File: src/core/iuvfr_pkg.sv
// Purpose: Constants and types for the input undervoltage fault response block
// Assumes: 250 MHz mclk, command codes decoded by the device command port
// Notes:   Shared by the controller, its interval timer and their interface
//
// Contract
// - Fault when measured input below low threshold
// - Action 00 ignores fault, output keeps running
// - Action 01 keeps running for programmed delay
// - Action 01 fault persisting at expiry follows retries
// - Action 10 disables output, then follows retries
// - Action 11 disables output until fault cleared
// - Clear by bit clear, clear command, reset, off-on
// - Retry 000 never restarts, output stays off
// - Retry 001 to 110 gives that many attempts
// - All attempts failed: output held off until cleared
// - Attempt starts spaced by programmed interval
// - Retry 111 retries until off or shutdown
// - Interval field n means two to n units
// - Time unit length comes from separate register
// - Action byte readable and writable as byte
`default_nettype none

package iuvfr_pkg;

	// ----------------------------------------------------------------
	// Command codes
	// ----------------------------------------------------------------
	localparam logic [7:0] CMD_CLEAR_FAULTS = 8'h03;
	localparam logic [7:0] CMD_LOW_THRESH   = 8'h59;
	localparam logic [7:0] CMD_FAULT_ACTION = 8'h5A;
	localparam logic [7:0] CMD_TIME_UNIT    = 8'hD2;

	// ----------------------------------------------------------------
	// Field layout of the action byte
	// ----------------------------------------------------------------
	localparam int ACT_MODE_HI  = 7;
	localparam int ACT_MODE_LO  = 6;
	localparam int ACT_RETRY_HI = 5;
	localparam int ACT_RETRY_LO = 3;
	localparam int ACT_TIME_HI  = 2;
	localparam int ACT_TIME_LO  = 0;

	localparam logic [1:0] MODE_IGNORE = 2'h0;
	localparam logic [1:0] MODE_DELAY  = 2'h1;
	localparam logic [1:0] MODE_RETRY  = 2'h2;
	localparam logic [1:0] MODE_LATCH  = 2'h3;

	localparam logic [2:0] RETRY_NONE    = 3'h0;
	localparam logic [2:0] RETRY_FOREVER = 3'h7;

	// ----------------------------------------------------------------
	// Reset values
	// ----------------------------------------------------------------
	localparam logic [7:0]  ACTION_RESET = 8'h80;
	localparam logic [15:0] THRESH_RESET = 16'h0000;
	localparam logic [15:0] UNIT_RESET   = 16'h0000;

	// ----------------------------------------------------------------
	// Timing: one time unit is (unit register + 1) base ticks
	// ----------------------------------------------------------------
	localparam int CLK_MHZ         = 250;
	localparam int BASE_TICK_NS    = 1000;
	localparam int BASE_TICK_CYC   = (BASE_TICK_NS * CLK_MHZ) / 1000;
	localparam logic [7:0] TICK_LAST = 8'(BASE_TICK_CYC - 1);

	typedef logic [15:0] iuvfr_word_t;

	typedef enum logic [1:0] {
		ST_RUN   = 2'b00,
		ST_DELAY = 2'b01,
		ST_WAIT  = 2'b10,
		ST_LATCH = 2'b11
	} iuvfr_state_e;

endpackage

`default_nettype wire

File: src/core/iuvfr_tmr_if.sv
// Purpose: Carrier between the fault controller and its interval timer
// Assumes: Single mclk domain
// Notes:   Start is a one-cycle pulse, cancel stays high while its cause holds (e.g. commanded off), expired is one cycle
`timescale 1ns/1ps
`default_nettype none

interface iuvfr_tmr_if;
	import iuvfr_pkg::*;
	logic        start;
	logic        cancel;
	logic [2:0]  shift;
	iuvfr_word_t unit;
	logic        expired;

	modport ctl (output start, output cancel, output shift, output unit, input expired);
	modport tmr (input start, input cancel, input shift, input unit, output expired);
endinterface

`default_nettype wire

File: src/core/iuvfr_timer.sv
// Purpose: Interval timer counting 2^n time units
// Assumes: Unit length set by the time unit register
// Notes:   Expired pulses once, one cycle after the last tick
`timescale 1ns/1ps
`default_nettype none

module iuvfr_timer
	import iuvfr_pkg::*;
(
	input  wire logic mclk,
	input  wire logic rst_b,
	iuvfr_tmr_if.tmr  t
);
	import iuvfr_pkg::*;

	typedef struct packed {
		logic        run;
		logic [7:0]  tick;
		iuvfr_word_t ucnt;
		logic [7:0]  ncnt;
		logic        exp;
	} iuvfr_tmr_s;

	iuvfr_tmr_s tmr_reg;
	iuvfr_tmr_s tmr_next;
	logic [7:0] units_last;

	// -----------------------------------------------------------------
	// Counting
	// -----------------------------------------------------------------
	always_comb begin
		tmr_next = tmr_reg;
		tmr_next.exp = 1'b0;
		units_last = 8'((9'h001 << t.shift) - 9'h001);
		if (t.cancel) begin
			tmr_next.run = 1'b0;
		end else if (t.start) begin
			tmr_next.run = 1'b1;
			tmr_next.tick = 8'h00;
			tmr_next.ucnt = 16'h0000;
			tmr_next.ncnt = 8'h00;
		end else if (tmr_reg.run) begin
			if (tmr_reg.tick != TICK_LAST) begin
				tmr_next.tick = tmr_reg.tick + 8'h01;
			end else begin
				tmr_next.tick = 8'h00;
				if (tmr_reg.ucnt != t.unit) begin
					tmr_next.ucnt = tmr_reg.ucnt + 16'h0001;
				end else begin
					tmr_next.ucnt = 16'h0000;
					if (tmr_reg.ncnt != units_last) begin
						tmr_next.ncnt = tmr_reg.ncnt + 8'h01;
					end else begin
						tmr_next.run = 1'b0;
						tmr_next.exp = 1'b1;
					end
				end
			end
		end
	end

	always_ff @(posedge mclk or negedge rst_b) begin
		if (!rst_b) begin
			tmr_reg <= '0;
		end else begin
			tmr_reg <= tmr_next;
		end
	end

	assign t.expired = tmr_reg.exp;

endmodule

`default_nettype wire

File: src/core/iuvfr_top.sv
// Purpose: Input undervoltage fault response controller
// Assumes: Command port is already decoded from the management bus
// Notes:   Output enable and all outputs come straight from flops
`timescale 1ns/1ps
`default_nettype none

module iuvfr_top
	import iuvfr_pkg::*;
(
	input  wire logic         mclk,
	input  wire logic         rst_b,
	input  wire logic         cmd_valid,
	input  wire logic         cmd_write,
	input  wire logic [7:0]   cmd_code,
	input  wire iuvfr_word_t  cmd_wdata,
	input  wire iuvfr_word_t  vin_meas,
	input  wire logic         run_cmd,
	input  wire logic         fault_bit_clr,
	input  wire logic         ext_shutdown,
	output logic              out_enable,
	output logic              fault_latched,
	output logic              fault_active,
	output iuvfr_word_t       rsp_data,
	output logic              rsp_valid,
	output logic              rsp_err
);
	import iuvfr_pkg::*;

	// -----------------------------------------------------------------
	// State
	// -----------------------------------------------------------------
	typedef struct packed {
		iuvfr_state_e st;
		logic         out_en;
		logic         latched;
		logic         flt;
		logic [2:0]   tries;
		logic         run_d;
		logic [7:0]   action;
		iuvfr_word_t  thresh;
		iuvfr_word_t  unit;
		iuvfr_word_t  rdata;
		logic         rvalid;
		logic         rerr;
		logic         tstart;
		logic         tcancel;
	} iuvfr_ctl_s;

	iuvfr_ctl_s   ctl_reg;
	iuvfr_ctl_s   ctl_next;
	iuvfr_tmr_if  tif ();

	logic         uv_fault;
	logic         clear_evt;
	logic         trip;
	logic [1:0]   mode;
	logic [2:0]   retry;

	// Retries exhausted once the failing attempt reaches the setting
	function automatic logic out_of_tries(input logic [2:0] done, input logic [2:0] setting);
		logic [3:0] used;
		used = {1'b0, done} + 4'h1;
		out_of_tries = (setting != RETRY_FOREVER) && (used >= {1'b0, setting});
	endfunction

	assign mode  = ctl_reg.action[ACT_MODE_HI:ACT_MODE_LO];
	assign retry = ctl_reg.action[ACT_RETRY_HI:ACT_RETRY_LO];

	// -----------------------------------------------------------------
	// Next state
	// -----------------------------------------------------------------
	always_comb begin
		ctl_next = ctl_reg;
		ctl_next.rvalid = 1'b0;
		ctl_next.rerr = 1'b0;
		ctl_next.tstart = 1'b0;
		ctl_next.tcancel = 1'b0;
		ctl_next.run_d = run_cmd;
		trip = 1'b0;
		clear_evt = fault_bit_clr;

		// Raw unsigned compare: both words share one encoding
		uv_fault = (vin_meas < ctl_reg.thresh);
		ctl_next.flt = uv_fault;

		if (cmd_valid) begin
			if (cmd_write) begin
				if (cmd_code == CMD_FAULT_ACTION) begin
					ctl_next.action = cmd_wdata[7:0];
				end else if (cmd_code == CMD_LOW_THRESH) begin
					ctl_next.thresh = cmd_wdata;
				end else if (cmd_code == CMD_TIME_UNIT) begin
					ctl_next.unit = cmd_wdata;
				end else if (cmd_code == CMD_CLEAR_FAULTS) begin
					clear_evt = 1'b1;
				end else begin
					ctl_next.rerr = 1'b1;
				end
			end else begin
				ctl_next.rvalid = 1'b1;
				if (cmd_code == CMD_FAULT_ACTION) begin
					ctl_next.rdata = {8'h00, ctl_reg.action};
				end else if (cmd_code == CMD_LOW_THRESH) begin
					ctl_next.rdata = ctl_reg.thresh;
				end else if (cmd_code == CMD_TIME_UNIT) begin
					ctl_next.rdata = ctl_reg.unit;
				end else begin
					ctl_next.rdata = 16'h0000;
					ctl_next.rerr = 1'b1;
				end
			end
		end

		// Off-then-on of the run command clears a latched fault
		if (run_cmd && !ctl_reg.run_d) begin
			clear_evt = 1'b1;
		end

		if (!run_cmd) begin
			// Commanded off: nothing pending survives
			ctl_next.st = ST_RUN;
			ctl_next.out_en = 1'b0;
			ctl_next.tries = 3'h0;
			ctl_next.tcancel = 1'b1;
		end else if (ext_shutdown) begin
			ctl_next.st = ST_LATCH;
			ctl_next.out_en = 1'b0;
			ctl_next.tcancel = 1'b1;
		end else if (clear_evt) begin
			ctl_next.st = ST_RUN;
			ctl_next.out_en = 1'b1;
			ctl_next.tries = 3'h0;
			ctl_next.tcancel = 1'b1;
			// Set wins: a fault still present in latch or retry mode re-arms at once, no output glitch
			if (uv_fault && (mode == MODE_LATCH)) begin
				ctl_next.st = ST_LATCH;
				ctl_next.out_en = 1'b0;
			end else if (uv_fault && (mode == MODE_RETRY)) begin
				trip = 1'b1;
			end
		end else begin
			case (ctl_reg.st)
				ST_RUN: begin
					ctl_next.out_en = 1'b1;
					if (uv_fault) begin
						case (mode)
							MODE_IGNORE: begin
								ctl_next.out_en = 1'b1;
							end
							MODE_DELAY: begin
								ctl_next.st = ST_DELAY;
								ctl_next.tstart = 1'b1;
							end
							MODE_RETRY: begin
								trip = 1'b1;
							end
							default: begin
								ctl_next.st = ST_LATCH;
								ctl_next.out_en = 1'b0;
							end
						endcase
					end
				end
				ST_DELAY: begin
					ctl_next.out_en = 1'b1;
					if (!uv_fault) begin
						ctl_next.st = ST_RUN;
						ctl_next.tcancel = 1'b1;
					end else if (tif.expired) begin
						trip = 1'b1;
					end
				end
				ST_WAIT: begin
					ctl_next.out_en = 1'b0;
					if (tif.expired) begin
						if (!uv_fault) begin
							// Restart attempt succeeds
							ctl_next.st = ST_RUN;
							ctl_next.out_en = 1'b1;
							ctl_next.tries = 3'h0;
						end else if (out_of_tries(ctl_reg.tries, retry)) begin
							ctl_next.st = ST_LATCH;
						end else begin
							if (retry != RETRY_FOREVER) begin
								ctl_next.tries = ctl_reg.tries + 3'h1;
							end
							ctl_next.tstart = 1'b1;
						end
					end
				end
				default: begin
					ctl_next.out_en = 1'b0;
				end
			endcase
		end

		// Shutdown path shared by disable-and-retry and expired delay
		if (trip) begin
			ctl_next.out_en = 1'b0;
			// Cancel would swallow the start in the timer
			ctl_next.tcancel = 1'b0;
			if (retry == RETRY_NONE) begin
				ctl_next.st = ST_LATCH;
			end else begin
				ctl_next.st = ST_WAIT;
				ctl_next.tstart = 1'b1;
			end
		end

		ctl_next.latched = (ctl_next.st == ST_LATCH);
	end

	always_ff @(posedge mclk or negedge rst_b) begin
		if (!rst_b) begin
			ctl_reg <= '0;
			ctl_reg.action <= ACTION_RESET;
			ctl_reg.thresh <= THRESH_RESET;
			ctl_reg.unit <= UNIT_RESET;
			ctl_reg.st <= ST_RUN;
		end else begin
			ctl_reg <= ctl_next;
		end
	end

	// -----------------------------------------------------------------
	// Interval timer
	// -----------------------------------------------------------------
	assign tif.start  = ctl_reg.tstart;
	assign tif.cancel = ctl_reg.tcancel;
	assign tif.shift  = ctl_reg.action[ACT_TIME_HI:ACT_TIME_LO];
	assign tif.unit   = ctl_reg.unit;

	iuvfr_timer u_timer (
		.mclk  (mclk),
		.rst_b (rst_b),
		.t     (tif.tmr)
	);

	// -----------------------------------------------------------------
	// Outputs
	// -----------------------------------------------------------------
	assign out_enable    = ctl_reg.out_en;
	assign fault_latched = ctl_reg.latched;
	assign fault_active  = ctl_reg.flt;
	assign rsp_data      = ctl_reg.rdata;
	assign rsp_valid     = ctl_reg.rvalid;
	assign rsp_err       = ctl_reg.rerr;

endmodule

`default_nettype wire

File: config.mk
export PLATFORM = sky130hd
export DESIGN_NAME = iuvfr_top
export DESIGN_NICKNAME = d
export VERILOG_FILES = /design/src/core/iuvfr_pkg.sv /design/src/core/iuvfr_tmr_if.sv /design/src/core/iuvfr_timer.sv /design/src/core/iuvfr_top.sv
export SDC_FILE = /design/constraint.sdc
export NUM_CORES = 1
export LEC_CHECK = 0
export BUFFER_PORTS_ARGS = -buffer_cell sky130_fd_sc_hd__buf_2
export CORE_MARGIN = 10
export CORE_UTILIZATION = 40
export DETAILED_ROUTE_END_ITERATION = 10
export PLACE_DENSITY_LB_ADDON = 0.2
export SYNTH_ARGS = -nofsm -noshare
export SYNTH_HDL_FRONTEND = slang
export SYNTH_SLANG_ARGS = --single-unit
export TNS_END_PERCENT = 100
File: constraint.sdc
create_clock -name mclk -period 3.9 [get_ports mclk]
set_clock_uncertainty 0.15 [all_clocks]
set_input_delay 0.78 -clock mclk [delete_from_list [all_inputs] [get_ports mclk]]
set_output_delay 0.78 -clock mclk [all_outputs]
set_load 0.01 [all_outputs]
==> flow_results.xml <==
<?xml version="1.0" encoding="UTF-8"?>
<metrics>
  <group name="outcome">
    <metric name="status" unit="">finished, final reports clean</metric>
  </group>
  <group name="route">
    <metric name="drt.antenna.violating_nets" unit="">0</metric>
    <metric name="drt-initial-drc-count" unit="">294</metric>
    <metric name="drc" unit="">0</metric>
    <metric name="totalWireLength" unit="mm">14.5</metric>
    <metric name="drt-pass1-iter-count" unit="">6</metric>
    <metric name="via_count" unit="">4536</metric>
    <metric name="viasPerCell" unit="">5.54</metric>
    <metric name="post_detailed_route_wirelength_per_cell" unit="um">17.7</metric>
  </group>
  <group name="die">
    <metric name="core_area" unit="sq um">14000</metric>
    <metric name="initial_utilization" unit="%">41.3</metric>
    <metric name="fp.dieArea" unit="sq um">19700</metric>
    <metric name="io-pin-count" unit="">68</metric>
    <metric name="die_width" unit="um">140</metric>
    <metric name="die_height" unit="um">140</metric>
    <metric name="num_rows" unit="">43</metric>
  </group>
  <group name="placed_design">
    <metric name="buffer_ports.inserted" unit="">67</metric>
    <metric name="detailed_place.area" unit="sq um">6180</metric>
    <metric name="dp_hpwl" unit="mm">11.1</metric>
    <metric name="gp_congestion" unit="">0.891</metric>
    <metric name="numPlacedInstances" unit="">803</metric>
  </group>
  <group name="clocking">
    <metric name="cts_inserted_buffers" unit="">9</metric>
    <metric name="clk_pin_slew_worst_paths" unit="ns">0.07</metric>
    <metric name="post_cts.resized_instances" unit="">0</metric>
    <metric name="htree_levels" unit="">3</metric>
    <metric name="post-cts-setup-buffers" unit="">0</metric>
    <metric name="clk-insertion-delay-late" unit="ns">0.35</metric>
    <metric name="clock_tree.root_cell" unit="">clkbuf_16</metric>
    <metric name="cts_tree" unit="">done</metric>
    <metric name="clock_sink_count" unit="">103</metric>
    <metric name="clk_path_buf_depth" unit="">2</metric>
    <metric name="hold_buffers" unit="">0</metric>
  </group>
  <group name="worst_setup_path">
    <metric name="worst_r2r_startpoint" unit="">ctl_reg[61]</metric>
    <metric name="critical_path.max_stage_delay" unit="ns">0.58</metric>
    <metric name="crit_end" unit="">fault_latched</metric>
    <metric name="setup.worst_path.class" unit="">register to register</metric>
    <metric name="r2r-end" unit="">fault_latched</metric>
    <metric name="critPathArrivalTime" unit="ns">2.92</metric>
    <metric name="timing.critical_path.from" unit="">ctl_reg[61]</metric>
    <metric name="chain_of_cells_forming_the_critical_path" unit="">ha_1, ha_1, o21ai_0, o21ai_0, a2111oi_0, a22o_1, o221ai_1, a22o_1</metric>
    <metric name="rrSetupSlack" unit="ns">1.07</metric>
    <metric name="worst-r2r-cell-count" unit="">8</metric>
    <metric name="worst-endpoint-required" unit="ns">3.99</metric>
    <metric name="crit_path_top_delay_cell" unit="">a2111oi_0</metric>
    <metric name="crit_path_start_kind" unit="">register</metric>
    <metric name="crit_path_max_fanout" unit="">5</metric>
    <metric name="timing.critical_path.to_type" unit="">register</metric>
  </group>
  <group name="final_layout">
    <metric name="post_layout_nonfiller_instances" unit="">819</metric>
    <metric name="area_growth" unit="%">12.0</metric>
    <metric name="drive_gt1_share" unit="%">20.0</metric>
    <metric name="final_core_util" unit="%">46.3</metric>
    <metric name="design_area" unit="sq um">6500</metric>
    <metric name="largest_register_ffs" unit="">33</metric>
    <metric name="nNetsFinal" unit="">704</metric>
    <metric name="antenna_cells_inserted" unit="">0</metric>
  </group>
  <group name="timing">
    <metric name="tightest_slew" unit="ns">0.734</metric>
    <metric name="rsz0062_at_grt" unit="">false</metric>
    <metric name="fmaxAchievable" unit="MHz">354</metric>
    <metric name="drv_slew" unit="">0</metric>
    <metric name="slew_margin_rel" unit="%">50.9</metric>
    <metric name="min_period_over_period" unit="%">72.5</metric>
    <metric name="tns" unit="ns">0</metric>
    <metric name="fin_crit" unit="ns">2.83</metric>
    <metric name="report.final.hold_viol_count" unit="">0</metric>
    <metric name="setup_violations" unit="">0</metric>
  </group>
  <group name="logic_synthesis">
    <metric name="synth_cell_type_count" unit="">70</metric>
    <metric name="synthesized_area" unit="sq um">5800</metric>
    <metric name="async_set_or_reset_flop_fraction_in_the_synthesized_netlist" unit="%">100</metric>
    <metric name="yosys.area.top_type" unit="">dfrtp_1</metric>
    <metric name="yosys_warnings" unit="">0</metric>
    <metric name="synth.top_cell.area_share" unit="%">44.0</metric>
    <metric name="synthFlopType" unit="">dfrtp_1</metric>
    <metric name="ys_seq_elements" unit="">103</metric>
    <metric name="synthesis.nets" unit="">660</metric>
    <metric name="synth.yosys.seq_area_share" unit="%">44.4</metric>
    <metric name="synthTopCellsByArea" unit="">dfrtp_1 44%, ha_1 5.0%, xor2_1 3.9%</metric>
    <metric name="yosysMostFrequentCell" unit="">dfrtp_1</metric>
    <metric name="synth.top_cells.by_count" unit="">102 x dfrtp_1, 51 x nand2_1, 48 x nor2_1</metric>
    <metric name="number_of_enable_type_register_cells_in_the_synthesized_netlist" unit="">0</metric>
    <metric name="post_synth_inst_count" unit="">590</metric>
    <metric name="synth.avg_cell_area" unit="sq um">9.84</metric>
  </group>
  <group name="min_path">
    <metric name="worst_hold_path_type" unit="">primary input to asynchronous set/reset pin</metric>
  </group>
  <group name="job">
    <metric name="maxCapViolCount" unit="">0</metric>
  </group>
  <group name="pwr">
    <metric name="p_leak" unit="nW">3.16</metric>
    <metric name="max-vdd-ir-drop" unit="V">0.000182</metric>
    <metric name="power.density" unit="nW/um^2">359</metric>
  </group>
  <group name="global_route">
    <metric name="grt_pass1_vias" unit="">4583</metric>
    <metric name="grt_total_usage" unit="%">14.7</metric>
    <metric name="first_pass_grt_wire_length" unit="mm">23.8</metric>
    <metric name="grt_max_degree" unit="">56</metric>
    <metric name="grt_antenna_before_repair" unit="">0</metric>
    <metric name="grt-ovfl-total" unit="">0</metric>
  </group>
</metrics>
[worst min-delay path by stage]
stage,start,end,slack (ns),cells after the start
CTS,rst_b,rsp_valid,0.32,1
floorplan,rst_b,ctl_reg[36],0.33,0
global placement,rsp_data[13],rsp_data[13],0.36,2
detailed placement,ctl_reg[63],ctl_reg[63],0.37,1
finish,rst_b,rsp_valid,0.30,1
global route,rst_b,rsp_valid,0.35,1
[metal layers]
layer / vias up / part of all wire (%) / GRT usage, %
li1: 2178 / - / -
met2: 102 / 48 / 23.9
met1: 2240 / 46 / 18.8
met3: 16 / 4.6 / 3.11
met5: - / 0 / 0
met4: 0 / 1.5 / 5.49
[cell families after synthesis]
group	Yosys count	share of synthesized area [%]
AO/OA/AOI/OAI	130	14.9
XOR/XNOR	34	5.26
adder cells (fa/ha/maj)	23	4.96
buffers and inverters	72	6.47
flip-flops	103	44.4
multiplexers	27	5.15
AND/OR/NAND/NOR	201	18.8
[cell type report]
cell class                      instances  area [sq um]
Timing Repair Buffer                   75           410
Multi-Input combinational cell        415          2850
Tap cell                              180           225
Clock inverter                          4          52.6
Sequential cell                       103          2580
Inverter                               30           113
Clock buffer                           12           267
Fill cell                            1343          7540
[metrics by stage]
| stage | total power, mW | worst slack (ns) | hold WS, ns |
|---|---|---|---|
| 4_1_cts | 2.36 | 1.10 | 0.320 |
| 2_1_floorplan | 1.31 | 1.33 | 0.334 |
| 5_1_grt | 2.43 | 0.840 | 0.348 |
| 3_3_place_gp | 1.40 | 0.961 | 0.356 |
| 3_5_place_dp | 1.40 | 0.869 | 0.369 |
| 6_report | 2.33 | 1.07 | 0.301 |
[layout by cell type, fill, tap and decap left out, types with 8 or more instances in the layout]
cell type | netlist | final
nand2_1 | 51 | 51
buf_2 | 5 | 66
a222oi_1 | 8 | 8
a22oi_1 | 9 | 9
dfrtp_1 | 102 | 102
nand2b_1 | 9 | 9
nand4_1 | 19 | 19
inv_1 | 30 | 30
nand3_1 | 13 | 13
nor2_1 | 48 | 48
buf_4 | 19 | 8
o21ai_0 | 34 | 34
ha_1 | 23 | 23
nor2b_1 | 10 | 8
clkbuf_16 | 0 | 9
mux2_1 | 10 | 10
nor3_1 | 11 | 11
a21oi_1 | 36 | 36
mux2_2 | 13 | 13
xor2_1 | 26 | 26
[power breakdown]
part | leakage (nW) | internal, mW | switching (mW)
clock | 0.159 | 0.552 | 0.404
combinational | 1.70 | 0.0950 | 0.144
sequential | 1.29 | 1.11 | 0.0323
total | 3.16 | 1.75 | 0.580
[critical path: cells and delay by family, from the launching register on]
family	cells	cell delay, ns
compound gates	6	1.54
fa+ha+maj	2	0.61
flops	1	0.42
No activity file was read; power rests on OpenSTA's default activity.
